--- src/hdl/kpcr_defines.vh ---
// Constants for the KR PCS and negotiation management register slice.
// Assumes inclusion by the top module only; its latch-bit helper does not include it.
`ifndef KPCR_DEFINES_VH
`define KPCR_DEFINES_VH

// Management frame fields
`define KPCR_PREAMBLE_BITS   6'h20
`define KPCR_OP_ADDR         2'h0
`define KPCR_OP_WRITE        2'h1
`define KPCR_OP_READ_INC     2'h2
`define KPCR_OP_READ         2'h3
`define KPCR_HDR_LAST        6'h0b
`define KPCR_DATA_LAST       6'h0f

// Device addresses
`define KPCR_DEV_PCS         5'h03
`define KPCR_DEV_AN          5'h07

// Register offsets
`define KPCR_PCS_VCTRL_OFS   16'h8000
`define KPCR_PCS_VSTAT_OFS   16'h8010
`define KPCR_AN_CTRL_OFS     16'h0000
`define KPCR_AN_STAT_OFS     16'h0001

// Reset values
`define KPCR_PCS_VCTRL_RST   16'h00b0
`define KPCR_PCS_VSTAT_LOW   8'hfd
`define KPCR_AN_CTRL_RST     16'h3000
`define KPCR_AN_STAT_RST     16'h0088
`define KPCR_SQWAVE_RST      4'hb

// Vendor control field positions
`define KPCR_SQWAVE_MSB      7
`define KPCR_SQWAVE_LSB      4
`define KPCR_CTRL_CHAR_BIT   2
`define KPCR_DESCR_OFF_BIT   1
`define KPCR_SCR_OFF_BIT     0

// Vendor status field positions
`define KPCR_UNCORR_BIT      13
`define KPCR_CORR_BIT        12
`define KPCR_TP_ERR_BIT      8

// Negotiation control field positions
`define KPCR_NEGOTIATION_RESET_BIT    15
`define KPCR_AN_RSVD13_BIT   13
`define KPCR_NEGOTIATION_ENABLE_BIT   12
`define KPCR_NEGOTIATION_RESTART_BIT  9

// Negotiation status field positions
`define KPCR_PDF_BIT         9
`define KPCR_EXP_NP_BIT      7
`define KPCR_PAGE_BIT        6
`define KPCR_DONE_BIT        5
`define KPCR_RFAULT_BIT      4
`define KPCR_ABILITY_BIT     3
`define KPCR_LINK_BIT        2
`define KPCR_LP_ABILITY_BIT  0

`endif

--- src/hdl/kpcr_latch_bit.v ---
// Latched status bit, cleared by a read of its register.
// Assumes cond and rd_clear are synchronous to mclk.
`timescale 1ns/1ps
module kpcr_latch_bit #(
  parameter ACT_LOW = 0
) (
  // Clock and reset
  input  wire mclk,
  input  wire rst,
  // Condition and read strobe
  input  wire cond,
  input  wire rd_clear,
  // Latched value
  output reg  flag
);
  reg next_flag;

  // Event in the read cycle is kept: set wins over clear
  always @* begin
    if (ACT_LOW != 0)
      next_flag = cond & (flag | rd_clear);
    else
      next_flag = cond | (flag & ~rd_clear);
  end

  always @(posedge mclk) begin
    if (rst)
      flag <= 1'b0;
    else
      flag <= next_flag;
  end
endmodule // kpcr_latch_bit

--- src/hdl/kpcr_regs.v ---
// Management register slice: KR PCS vendor control and status, and
// negotiation control and status, behind a Clause 45 management port.
// Assumes mdc and mdio_in are already synchronous to mclk, mdc far slower.
`timescale 1ns/1ps
`include "kpcr_defines.vh"
module kpcr_regs (
  // Clock and reset
  input  wire       mclk,
  input  wire       rst,
  // Management port
  input  wire       mdc,
  input  wire       mdio_in,
  output reg        mdio_out,
  output reg        mdio_oe,
  input  wire [4:0] port_addr,
  // PCS events
  input  wire       fec_uncorrectable_event,
  input  wire       fec_correctable_event,
  input  wire       pattern_check_event,
  // Negotiation status inputs
  input  wire       negotiation_done_in,
  input  wire       parallel_detect_fault_in,
  input  wire       page_received_in,
  input  wire       remote_fault_in,
  input  wire       link_up_in,
  input  wire       lp_ability_in,
  // PCS controls
  output reg  [3:0] square_wave_run_length,
  output reg        rx_control_char_pass,
  output reg        rx_descrambler_off,
  output reg        tx_scrambler_off,
  // Negotiation controls
  output reg        negotiation_reset,
  output reg        negotiation_enable,
  output reg        negotiation_restart
);
  localparam S_PRE = 3'h0;
  localparam S_ST  = 3'h1;
  localparam S_HDR = 3'h2;
  localparam S_TA  = 3'h3;
  localparam S_DAT = 3'h4;

  reg  [2:0]  state;
  reg  [5:0]  cnt;
  reg  [11:0] hdr;
  reg  [15:0] sh;
  reg  [15:0] addr_pcs;
  reg  [15:0] addr_an;
  reg         mdc_d;
  reg         respond;
  reg         an_rsvd13;
  reg  [15:0] rd_val;

  wire        mdc_rise = mdc & ~mdc_d;
  wire [11:0] hdr_full = {hdr[10:0], mdio_in};
  wire [1:0]  n_op     = hdr_full[11:10];
  wire [4:0]  n_prt    = hdr_full[9:5];
  wire [4:0]  n_dev    = hdr_full[4:0];
  wire [1:0]  h_op     = hdr[11:10];
  wire [4:0]  h_dev    = hdr[4:0];
  wire [15:0] dat_full = {sh[14:0], mdio_in};

  // only device 3 and device 7 are served
  wire n_hit = (n_prt == port_addr) &&
               ((n_dev == `KPCR_DEV_PCS) || (n_dev == `KPCR_DEV_AN));
  wire n_rd  = (n_op == `KPCR_OP_READ) || (n_op == `KPCR_OP_READ_INC);
  wire hdr_done = mdc_rise && (state == S_HDR) && (cnt == `KPCR_HDR_LAST);
  wire rd_hit   = hdr_done && n_hit && n_rd;
  wire dat_done = mdc_rise && (state == S_DAT) && (cnt == `KPCR_DATA_LAST);
  wire wr_hit   = dat_done && respond && (h_op == `KPCR_OP_WRITE);
  wire [15:0] n_addr = (n_dev == `KPCR_DEV_AN) ? addr_an : addr_pcs;
  wire [15:0] h_addr = (h_dev == `KPCR_DEV_AN) ? addr_an : addr_pcs;
  wire rd_pcs_stat = rd_hit && (n_dev == `KPCR_DEV_PCS) &&
                     (n_addr == `KPCR_PCS_VSTAT_OFS);
  wire rd_an_stat  = rd_hit && (n_dev == `KPCR_DEV_AN) &&
                     (n_addr == `KPCR_AN_STAT_OFS);
  wire rd_an_ctrl  = rd_hit && (n_dev == `KPCR_DEV_AN) &&
                     (n_addr == `KPCR_AN_CTRL_OFS);
  wire wr_pcs_ctrl = wr_hit && (h_dev == `KPCR_DEV_PCS) &&
                     (h_addr == `KPCR_PCS_VCTRL_OFS);
  wire wr_an_ctrl  = wr_hit && (h_dev == `KPCR_DEV_AN) &&
                     (h_addr == `KPCR_AN_CTRL_OFS);
  wire unc_flag;
  wire cor_flag;
  wire tp_flag;
  wire pdf_flag;
  wire page_flag;
  wire done_flag;
  wire rf_flag;
  wire link_flag;
  kpcr_latch_bit #(.ACT_LOW(0)) u_unc (
    .mclk     (mclk),
    .rst      (rst),
    .cond     (fec_uncorrectable_event),
    .rd_clear (rd_pcs_stat),
    .flag     (unc_flag)
  );
  kpcr_latch_bit #(.ACT_LOW(0)) u_cor (
    .mclk     (mclk),
    .rst      (rst),
    .cond     (fec_correctable_event),
    .rd_clear (rd_pcs_stat),
    .flag     (cor_flag)
  );
  kpcr_latch_bit #(.ACT_LOW(0)) u_tp (
    .mclk     (mclk),
    .rst      (rst),
    .cond     (pattern_check_event),
    .rd_clear (rd_pcs_stat),
    .flag     (tp_flag)
  );
  kpcr_latch_bit #(.ACT_LOW(0)) u_pdf (
    .mclk     (mclk),
    .rst      (rst),
    .cond     (parallel_detect_fault_in),
    .rd_clear (rd_an_stat),
    .flag     (pdf_flag)
  );
  kpcr_latch_bit #(.ACT_LOW(0)) u_page (
    .mclk     (mclk),
    .rst      (rst),
    .cond     (page_received_in),
    .rd_clear (rd_an_stat),
    .flag     (page_flag)
  );
  kpcr_latch_bit #(.ACT_LOW(0)) u_done (
    .mclk     (mclk),
    .rst      (rst),
    .cond     (negotiation_done_in),
    .rd_clear (rd_an_stat),
    .flag     (done_flag)
  );
  kpcr_latch_bit #(.ACT_LOW(0)) u_rf (
    .mclk     (mclk),
    .rst      (rst),
    .cond     (remote_fault_in),
    .rd_clear (rd_an_stat),
    .flag     (rf_flag)
  );
  kpcr_latch_bit #(.ACT_LOW(1)) u_link (
    .mclk     (mclk),
    .rst      (rst),
    .cond     (link_up_in),
    .rd_clear (rd_an_stat),
    .flag     (link_flag)
  );
  // Read mux; unmapped offsets of a served device read zero
  always @* begin
    rd_val = 16'h0000;
    if (n_dev == `KPCR_DEV_PCS) begin
      if (n_addr == `KPCR_PCS_VCTRL_OFS) begin
        rd_val[`KPCR_SQWAVE_MSB:`KPCR_SQWAVE_LSB] = square_wave_run_length;
        rd_val[`KPCR_CTRL_CHAR_BIT] = rx_control_char_pass;
        rd_val[`KPCR_DESCR_OFF_BIT] = rx_descrambler_off;
        rd_val[`KPCR_SCR_OFF_BIT]   = tx_scrambler_off;
      end else if (n_addr == `KPCR_PCS_VSTAT_OFS) begin
        rd_val[7:0]               = `KPCR_PCS_VSTAT_LOW;
        rd_val[`KPCR_UNCORR_BIT]  = unc_flag;
        rd_val[`KPCR_CORR_BIT]    = cor_flag;
        rd_val[`KPCR_TP_ERR_BIT]  = tp_flag;
      end
    end else begin
      if (n_addr == `KPCR_AN_CTRL_OFS) begin
        rd_val[`KPCR_NEGOTIATION_RESET_BIT]   = negotiation_reset;
        rd_val[`KPCR_AN_RSVD13_BIT]  = an_rsvd13;
        rd_val[`KPCR_NEGOTIATION_ENABLE_BIT]  = negotiation_enable;
        rd_val[`KPCR_NEGOTIATION_RESTART_BIT] = negotiation_restart;
      end else if (n_addr == `KPCR_AN_STAT_OFS) begin
        rd_val[`KPCR_PDF_BIT]        = pdf_flag;
        rd_val[`KPCR_EXP_NP_BIT]     = 1'b1;
        rd_val[`KPCR_PAGE_BIT]       = page_flag;
        rd_val[`KPCR_DONE_BIT]       = done_flag;
        rd_val[`KPCR_RFAULT_BIT]     = rf_flag;
        rd_val[`KPCR_ABILITY_BIT]    = 1'b1;
        rd_val[`KPCR_LINK_BIT]       = link_flag;
        rd_val[`KPCR_LP_ABILITY_BIT] = lp_ability_in;
      end
    end
  end

  // Frame engine; bits sampled and driven on mdc rising edges
  always @(posedge mclk) begin
    if (rst) begin
      mdc_d    <= 1'b0;
      state    <= S_PRE;
      cnt      <= 6'h00;
      hdr      <= 12'h000;
      sh       <= 16'h0000;
      respond  <= 1'b0;
      mdio_out <= 1'b0;
      mdio_oe  <= 1'b0;
      addr_pcs <= 16'h0000;
      addr_an  <= 16'h0000;
    end else begin
      mdc_d <= mdc;
      if (mdc_rise) begin
        case (state)
          S_PRE: begin
            if (mdio_in) begin
              if (cnt != `KPCR_PREAMBLE_BITS)
                cnt <= cnt + 6'h01;
            end else if (cnt == `KPCR_PREAMBLE_BITS) begin
              state <= S_ST;
            end else begin
              cnt <= 6'h00;
            end
          end
          S_ST: begin
            cnt   <= 6'h00;
            state <= mdio_in ? S_PRE : S_HDR;
          end
          S_HDR: begin
            hdr <= hdr_full;
            if (cnt == `KPCR_HDR_LAST) begin
              cnt     <= 6'h00;
              state   <= S_TA;
              respond <= n_hit;
              sh      <= rd_val;
              if (n_hit && (n_op == `KPCR_OP_READ_INC)) begin
                if (n_dev == `KPCR_DEV_AN)
                  addr_an <= addr_an + 16'h0001;
                else
                  addr_pcs <= addr_pcs + 16'h0001;
              end
            end else begin
              cnt <= cnt + 6'h01;
            end
          end
          S_TA: begin
            // First turnaround bit floats, second is driven low
            if (cnt == 6'h00) begin
              cnt <= 6'h01;
              if (respond && h_op[1]) begin
                mdio_oe  <= 1'b1;
                mdio_out <= 1'b0;
              end
            end else begin
              cnt   <= 6'h00;
              state <= S_DAT;
              if (respond && h_op[1]) begin
                mdio_out <= sh[15];
                sh       <= {sh[14:0], 1'b0};
              end
            end
          end
          S_DAT: begin
            if (respond && h_op[1]) begin
              mdio_out <= sh[15];
              sh       <= {sh[14:0], 1'b0};
            end else begin
              sh <= dat_full;
            end
            if (cnt == `KPCR_DATA_LAST) begin
              mdio_oe  <= 1'b0;
              mdio_out <= 1'b0;
              state    <= S_PRE;
              cnt      <= 6'h00;
              if (respond && (h_op == `KPCR_OP_ADDR)) begin
                if (h_dev == `KPCR_DEV_AN)
                  addr_an <= dat_full;
                else
                  addr_pcs <= dat_full;
              end
            end else begin
              cnt <= cnt + 6'h01;
            end
          end
          default: begin
            state <= S_PRE;
            cnt   <= 6'h00;
          end
        endcase
      end
    end
  end

  // Control registers
  always @(posedge mclk) begin
    if (rst) begin
      square_wave_run_length <= `KPCR_SQWAVE_RST;
      rx_control_char_pass   <= 1'b0;
      rx_descrambler_off     <= 1'b0;
      tx_scrambler_off       <= 1'b0;
      negotiation_reset      <= 1'b0;
      negotiation_enable     <= 1'b1;
      negotiation_restart    <= 1'b0;
      an_rsvd13              <= 1'b1;
    end else begin
      if (wr_pcs_ctrl) begin
        square_wave_run_length <=
          dat_full[`KPCR_SQWAVE_MSB:`KPCR_SQWAVE_LSB];
        rx_control_char_pass <= dat_full[`KPCR_CTRL_CHAR_BIT];
        rx_descrambler_off   <= dat_full[`KPCR_DESCR_OFF_BIT];
        tx_scrambler_off     <= dat_full[`KPCR_SCR_OFF_BIT];
      end
      negotiation_reset <= wr_an_ctrl && dat_full[`KPCR_NEGOTIATION_RESET_BIT];
      if (wr_an_ctrl) begin
        negotiation_enable <= dat_full[`KPCR_NEGOTIATION_ENABLE_BIT];
        an_rsvd13          <= dat_full[`KPCR_AN_RSVD13_BIT];
      end
      // set by write, cleared by control read
      if (wr_an_ctrl && dat_full[`KPCR_NEGOTIATION_RESTART_BIT])
        negotiation_restart <= 1'b1;
      else if (rd_an_ctrl)
        negotiation_restart <= 1'b0;
    end
  end
endmodule // kpcr_regs
--- config.mk ---
export PLATFORM = sky130hd
export DESIGN_NAME = kpcr_regs
export DESIGN_NICKNAME = d
export VERILOG_FILES = /design/src/hdl/kpcr_latch_bit.v /design/src/hdl/kpcr_regs.v
export VERILOG_INCLUDE_DIRS = /design/src /design/src/hdl
export SDC_FILE = /design/constraint.sdc
export NUM_CORES = 1
export LEC_CHECK = 0
export ABC_AREA = 1
export CAP_MARGIN = 20
export CORE_MARGIN = 2
export CORE_UTILIZATION = 64
export CTS_CLUSTER_SIZE = 12
export DETAILED_ROUTE_END_ITERATION = 16
export DONT_BUFFER_PORTS = 1
export GPL_TIMING_DRIVEN = 0
export PLACE_DENSITY = 0.85
export SLEW_MARGIN = 30
export SYNTH_ARGS = -nofsm -noshare
export SYNTH_HDL_FRONTEND = slang
export SYNTH_SLANG_ARGS = --single-unit
--- constraint.sdc ---
create_clock -name mclk -period 2.01 [get_ports mclk]
set_input_delay 0.3015 -clock mclk [delete_from_list [all_inputs] [get_ports mclk]]
set_output_delay 0.3015 -clock mclk [all_outputs]
set_load 0.02 [all_outputs]
# ---- Yosys cells after proc, flatten, opt, wreduce, memory -nomap -nowiden
# Cells that the tools add are included.
dict set report classes {
  addsub 3
  eq_ne 36
  n_mux 68
  bitwise_logic 20
  reduce_logical 43
}
# op count
set op_table {}
lappend op_table {{16-bit two-way mux} 17}
lappend op_table {{16-bit case mux with 2 select lines} 2}
lappend op_table {{16-bit == test, second input constant} 3}
lappend op_table {{6-bit two-way mux} 8}
lappend op_table {{16-bit case mux with 3 select lines} 1}
lappend op_table {{16-bit by 1-bit adder with 16-bit output, second input constant} 2}
lappend op_table {{16-bit zero test} 2}
lappend op_table {{6-bit case mux with 4 select lines} 1}
lappend op_table {{1-bit logical AND} 23}
lappend op_table {{1-bit two-way mux} 23}
lappend op_table {{3-bit two-way mux} 6}
lappend op_table {{16-bit by 1-bit == test with 1-bit output, second input constant} 1}
lappend op_table {{8-bit AND reduction} 2}
lappend op_table {{3-bit case mux with 5 select lines} 1}
lappend op_table {{2-bit inequality test, second input constant} 7}
lappend op_table {{6-bit by 4-bit == test with 1-bit output, second input constant} 2}
lappend op_table {{2-bit by 1-bit inequality test with 1-bit output, second input constant} 6}
lappend op_table {{5-bit by 2-bit == test with 1-bit output, second input constant} 2}
lappend op_table {{5-bit by 3-bit == test with 1-bit output, second input constant} 2}
lappend op_table {{2-bit two-way mux} 5}
lappend op_table {{5-bit AND reduction} 2}
lappend op_table {{1-bit bitwise AND} 9}
lappend op_table {{9-bit two-way mux} 1}
lappend op_table {{3-bit inequality test, second input constant} 3}
lappend op_table {{other kinds (22)} 39}
dict set report word_totals {
  register_bits 92
}

# ---- Logic depth before layout (Yosys ltp)
dict set report depth {
  word_depth 11
  depth_mapped 13
  ltp_nobuf 13
}

# ---- Modules after synthesis
# Synthesis repeated with hierarchy kept, for this count alone.
dict set report hier_totals {
  hier_cells 847
  hier_area_um2 5403.9
}
# mod instances cells_per_inst area_per_inst_um2
set modules_own_cells {}
lappend modules_own_cells {kpcr_regs 1 807 5088.6}
lappend modules_own_cells {{kpcr_latch_bit (u_cor ...)} 7 5 40.0}
lappend modules_own_cells {{kpcr_latch_bit (u_link)} 1 5 35.0}

# ---- Least setup slack after synthesis
# OpenSTA, ideal clock, no wires.
dict set report synth_timing {
  path_kind {reg2reg}
  start {register cnt[1]}
  end {register addr_pcs[3]}
  setup_time_ns 0.062
  t_arrival_ns 1.616
  required_time_ns 1.948
  slack_ns 0.332
  stages_incl_launch_ff 13
  n_path_buf 1
  cell_sequence {dfxtp_1 -> ha_1 -> nand4_1 -> nand2_1 -> nand2_1 -> inv_1 -> nand3_1 -> nor2_1 -> nand3_4 -> inv_2 -> buf_6 -> o21ai_2 -> nor2_2}
}
dict set report synth_between {
  elab_chain_cells 3
  elab_cells_between_ends 5
  classes_between {4 x eq/ne; 1 x reduce/logical}
}
# item line_no
set synth_lines {}
lappend synth_lines {{start, declared} kpcr_regs.v:44} ;# reg [5:0] cnt;
lappend synth_lines {{start signal, assigned} kpcr_regs.v:201} ;# cnt <= cnt + 6'h01;
lappend synth_lines {{start signal, assigned} kpcr_regs.v:226} ;# cnt <= cnt + 6'h01;
lappend synth_lines {{start signal, assigned} kpcr_regs.v:265} ;# cnt <= cnt + 6'h01;
lappend synth_lines {{6-bit by 4-bit == test with 1-bit output (no source line)} -}
lappend synth_lines {{2-bit by 1-bit inequality test with 1-bit output (no source line)} -}
lappend synth_lines {{8-bit AND reduction (no source line) *} -}
lappend synth_lines {{end signal, assigned} kpcr_regs.v:223} ;# addr_pcs <= addr_pcs + 16'h0001;
lappend synth_lines {{end signal, assigned} kpcr_regs.v:262} ;# addr_pcs <= dat_full;
lappend synth_lines {{end, declared} kpcr_regs.v:47} ;# reg [15:0] addr_pcs;
# Every way passes the cells marked *; elsewhere a longest branch is shown, timed or not.
# A chain may end at the register's enable or synchronous reset.

# ---- Worst setup path after layout
dict set report layout_timing {
  start {register cnt[0]}
  end {register sh[7]}
}
dict set report layout_between {
  elab_chain_cells 3
  elab_cells_between_ends 5
  classes_between {3 x eq/ne; 2 x reduce/logical}
}
# item line_no
set layout_lines {}
lappend layout_lines {{6-bit by 4-bit == test with 1-bit output (no source line) or 6-bit zero test (tied branches)} -}
lappend layout_lines {{2-bit by 1-bit inequality test with 1-bit output (no source line) or 2-bit inequality test (tied branches)} -}
lappend layout_lines {{5-bit AND reduction (no source line) *} -}
lappend layout_lines {{end signal, assigned} kpcr_regs.v:218} ;# sh <= rd_val;
lappend layout_lines {{end signal, assigned} kpcr_regs.v:242} ;# sh <= {sh[14:0], 1'b0};
lappend layout_lines {{end signal, assigned} kpcr_regs.v:249} ;# sh <= {sh[14:0], 1'b0};
lappend layout_lines {{end, declared} kpcr_regs.v:46} ;# reg [15:0] sh;
# Marked as above.

==> flow_summary.yaml <==
run_status:
  status: "finished clean"
critical_path:
  critPathKind: "reg -> reg"
  cp-end-kind: "register"
  path_cells: "inv_1 > ha_1 > nand2_1 > nor2_1 > nand2_1 > nor2_2 > nor3_2 > nand3_2 > inv_2 > buf_4 > nand2_1 > nor2_1 > nor2_1"
  arrival_ns: 2.25
  critical_path.startpoint: "cnt[0]"
  worst_ep_required_time_ns: 2.29
  worst-path-max-fanout: 10
  timing.rr.start: "cnt[0]"
  critical_path.slowest_cell: "dfxtp_2"
  cp-start-kind: "register"
  cpPeakStageDelay_ns: 0.38
job:
  max_cap_viol_count: 0
drt:
  firstDrtPassIters: 6
  wirelength_mm: 15.88
  route.detailed.drc: 0
  drt-initial-drc-count: 527
  ant_nets: 0
  num_vias: 5772
  wl_per_cell_um: 16.37
  via_per_inst: 5.951
sta:
  layout_min_cycle_time_ns: 1.971
  fmax_mhz: 507.3
  rsz0062_at_grt: "yes"
  relSlewSlack_pct: 50.98
  hold_slack_ns: 0.03239
  tightest_slew_ns: 0.7352
  maxSlewViolCount: 0
  fin_crit_sh_pct: 98.08
  setup_slack_ns: 0.03861
  clock-skew-final_ns: 0.008878
  hold_viol_final: 0
  setup_viol: 0
  fin_tns_setup_ns: 0
synthesis:
  synth_top_family_by_area: "simple AND/OR/NAND/NOR gates"
  ys_seq_elements: 92
  synthFlopType: "dfxtp_1"
  async_reset_ff_share_pct: 0
  synth_area_per_cell_sq_um: 6.330
  synth_compound_area_share_pct: 14.26
  netlist_area_sq_um: 5273
  synth_cell_type_count: 39
  yosys.area_share.simple_pct: 38.73
  ys_warn_count: 0
  synthXorXnorAreaFrac_pct: 2.658
  yosysSeqAreaShare_pct: 34.93
  muxShareOfSynthArea_pct: 0
  synth_fa_ha_area_share_pct: 0.9492
  synth-edff-count: 0
  synth_cells: 833
  syn-num-nets: 855
floorplanning:
  die_x_um: 94.77
  core_sq_um: 8093
  rows: 33
  dieHeight_um: 94.77
  die_area_sq_um: 8980
  ios: 30
  initial_core_util_pct: 65.15
global_routing:
  grt_usage_pct: 34.98
  grt_pass1_wl_mm: 24.43
  antenna_found_initial: 0
  grt_pass1_vias: 5223
  grt_max_degree: 18
  grt_overflow: 0
placement:
  place_congestion: 1.013
  place_hpwl_mm: 11.35
  dp_slack_ns: -0.1608
  dp.cells: 938
  io_buffers: 0
  place_area_sq_um: 5404
final_layout:
  drive_gt1_share_pct: 15.38
  diodes: 0
  num-fill-cells: 660
  regArea_sq_um: 1853
  fin_nets: 882
  final_core_util_pct: 73.65
  layoutNonFillerInstCount: 970
  multi_input_area_sq_um: 3182
  stdcell_area_sq_um: 5961
  area_delta_synth_final_pct: 13.05
clock_network:
  clock_path_buffers: 2
  cts_root_buf: "clkbuf_8"
  cts_sinks: 92
  clk_transition_reported_paths_ns: 0.10
  htree_levels: 3
  cts_tree: "yes"
  clock_latency_ns: 0.38
  cts_made_buffers: 9
pwr:
  p_leak_nw: 2.735
  vdd_ir_drop_max_v: 0.0004781
  p_per_area_nw_per_um2: 537.5
  total_power_mw: 3.204
worst_hold_path:
  min-delay-start: "fec_uncorrectable_event"
  hold_path.class: "in -> reg"
flip-flops by register name, indices dropped and copies added, names as in the netlist, 3 cells and up:
name,count
addr_an,16
addr_pcs,16
cnt,6
hdr,12
sh,16
square_wave_run_length,4
state,3
cells in the mapped netlist (2+ instances only):
library cell	count	share of area, %
nand2_1	223	16
nor2_1	142	10
dfxtp_1	92	35
inv_1	75	5.3
a21oi_1	52	4.9
nand3_1	50	4.7
o21ai_0	49	4.7
nor3_1	20	1.9
nand4_1	15	1.8
clkbuf_1	11	0.78
xor2_1	11	1.8
buf_2	9	0.85
inv_2	9	0.64
nor2_2	8	0.95
a211oi_1	5	0.71
a21boi_0	5	0.71
a31oi_1	5	0.59
o22ai_1	5	0.59
xnor2_1	5	0.83
ha_1	4	0.95
nand3_2	4	0.76
o21ai_2	4	0.66
clkinv_1	3	0.21
nand2_2	3	0.36
nor2_4	3	0.64
nor3_2	3	0.57
o31ai_1	3	0.43
buf_6	2	0.43
nand3_4	2	0.66
o21ai_1	2	0.19
what timing repair did:
| item | CTS | global route |
|---|---|---|
| setup buffers | 4 | 12 |
| resized for setup | 6 | 70 |
| pin swaps | 1 | 9 |
| setup endpoints to repair | 32 | 70 |
| hold buffers | 0 | 0 |
final cells by class:
class	instances	area share (%)
buffer	24	2.393
clock buffer	10	2.309
clock inverter	6	0.9236
inverter	87	5.479
multi-input combinational	630	53.38
sequential	92	31.09
tap	105	2.204
timing repair buffer	16	2.225
cell families (layout without fill, tap and decap cells):
family | Yosys count | count (layout)
AOI/OAI and AO/OA | 134 | 134
buffers and inverters | 111 | 143
DFF | 92 | 92
and+or+nand+nor | 476 | 476
xor gates and xnor gates | 16 | 16
adders and majority gates | 4 | 4
metal layers:
metal,global-route usage [%],part of all wire [%],vias up
met2,57.98,47,296
met4,16.91,3.7,0
met5,0,0,-
met1,44.08,40,2669
met3,5.906,8.5,62
li1,-,-,2745
cell usage in the layout (no fill, tap or decap), types with 3 or more instances in the layout:
cell type  netlist  routed
nand2_1        223     212
nor2_1         142     126
dfxtp_1         92      85
inv_1           75      72
a21oi_1         52      52
o21ai_0         49      49
nand3_1         50      48
nor2_2           8      17
buf_4            1      17
nand4_1         15      15
nor3_1          20      15
nand2_2          3      14
inv_2            9      13
xor2_1          11      11
nor2_4           3      10
clkbuf_8         0      10
clkbuf_1        11       8
buf_2            9       6
nor3_2           3       6
dfxtp_2          0       6
a211oi_1         5       5
a31oi_1          5       5
xnor2_1          5       5
a21boi_0         5       5
nand3_2          4       4
o22ai_1          5       4
nand3_4          2       4
o31ai_1          3       3
buf_6            2       3
clkbuf_2         0       3
o21ai_2          4       3
ha_1             4       3
where the power goes:
part           leakage (nW)  internal [mW]  total, mW  switching (mW)
Combinational          1.89         0.0296      0.113          0.0831
Clock                0.0934          0.509       1.25           0.739
Sequential            0.747           1.83       1.84         0.00879
critical path: cells and delay by family (launching register included):
family,cells,cell delay (ns)
simple gates,9,0.92
flops,1,0.38
fa+ha+maj,1,0.19
buf+inv,3,0.37
path summary, 6_finish.rpt:
check	end	slack, ns	cells past startpoint
hold / removal	u_unc.flag	0.03	2
hold reg to reg	u_link.flag	0.47	2
setup / recovery	sh[7]	0.04	13
setup reg to reg	sh[7]	0.04	13
No activity file was read; power rests on OpenSTA's default activity.
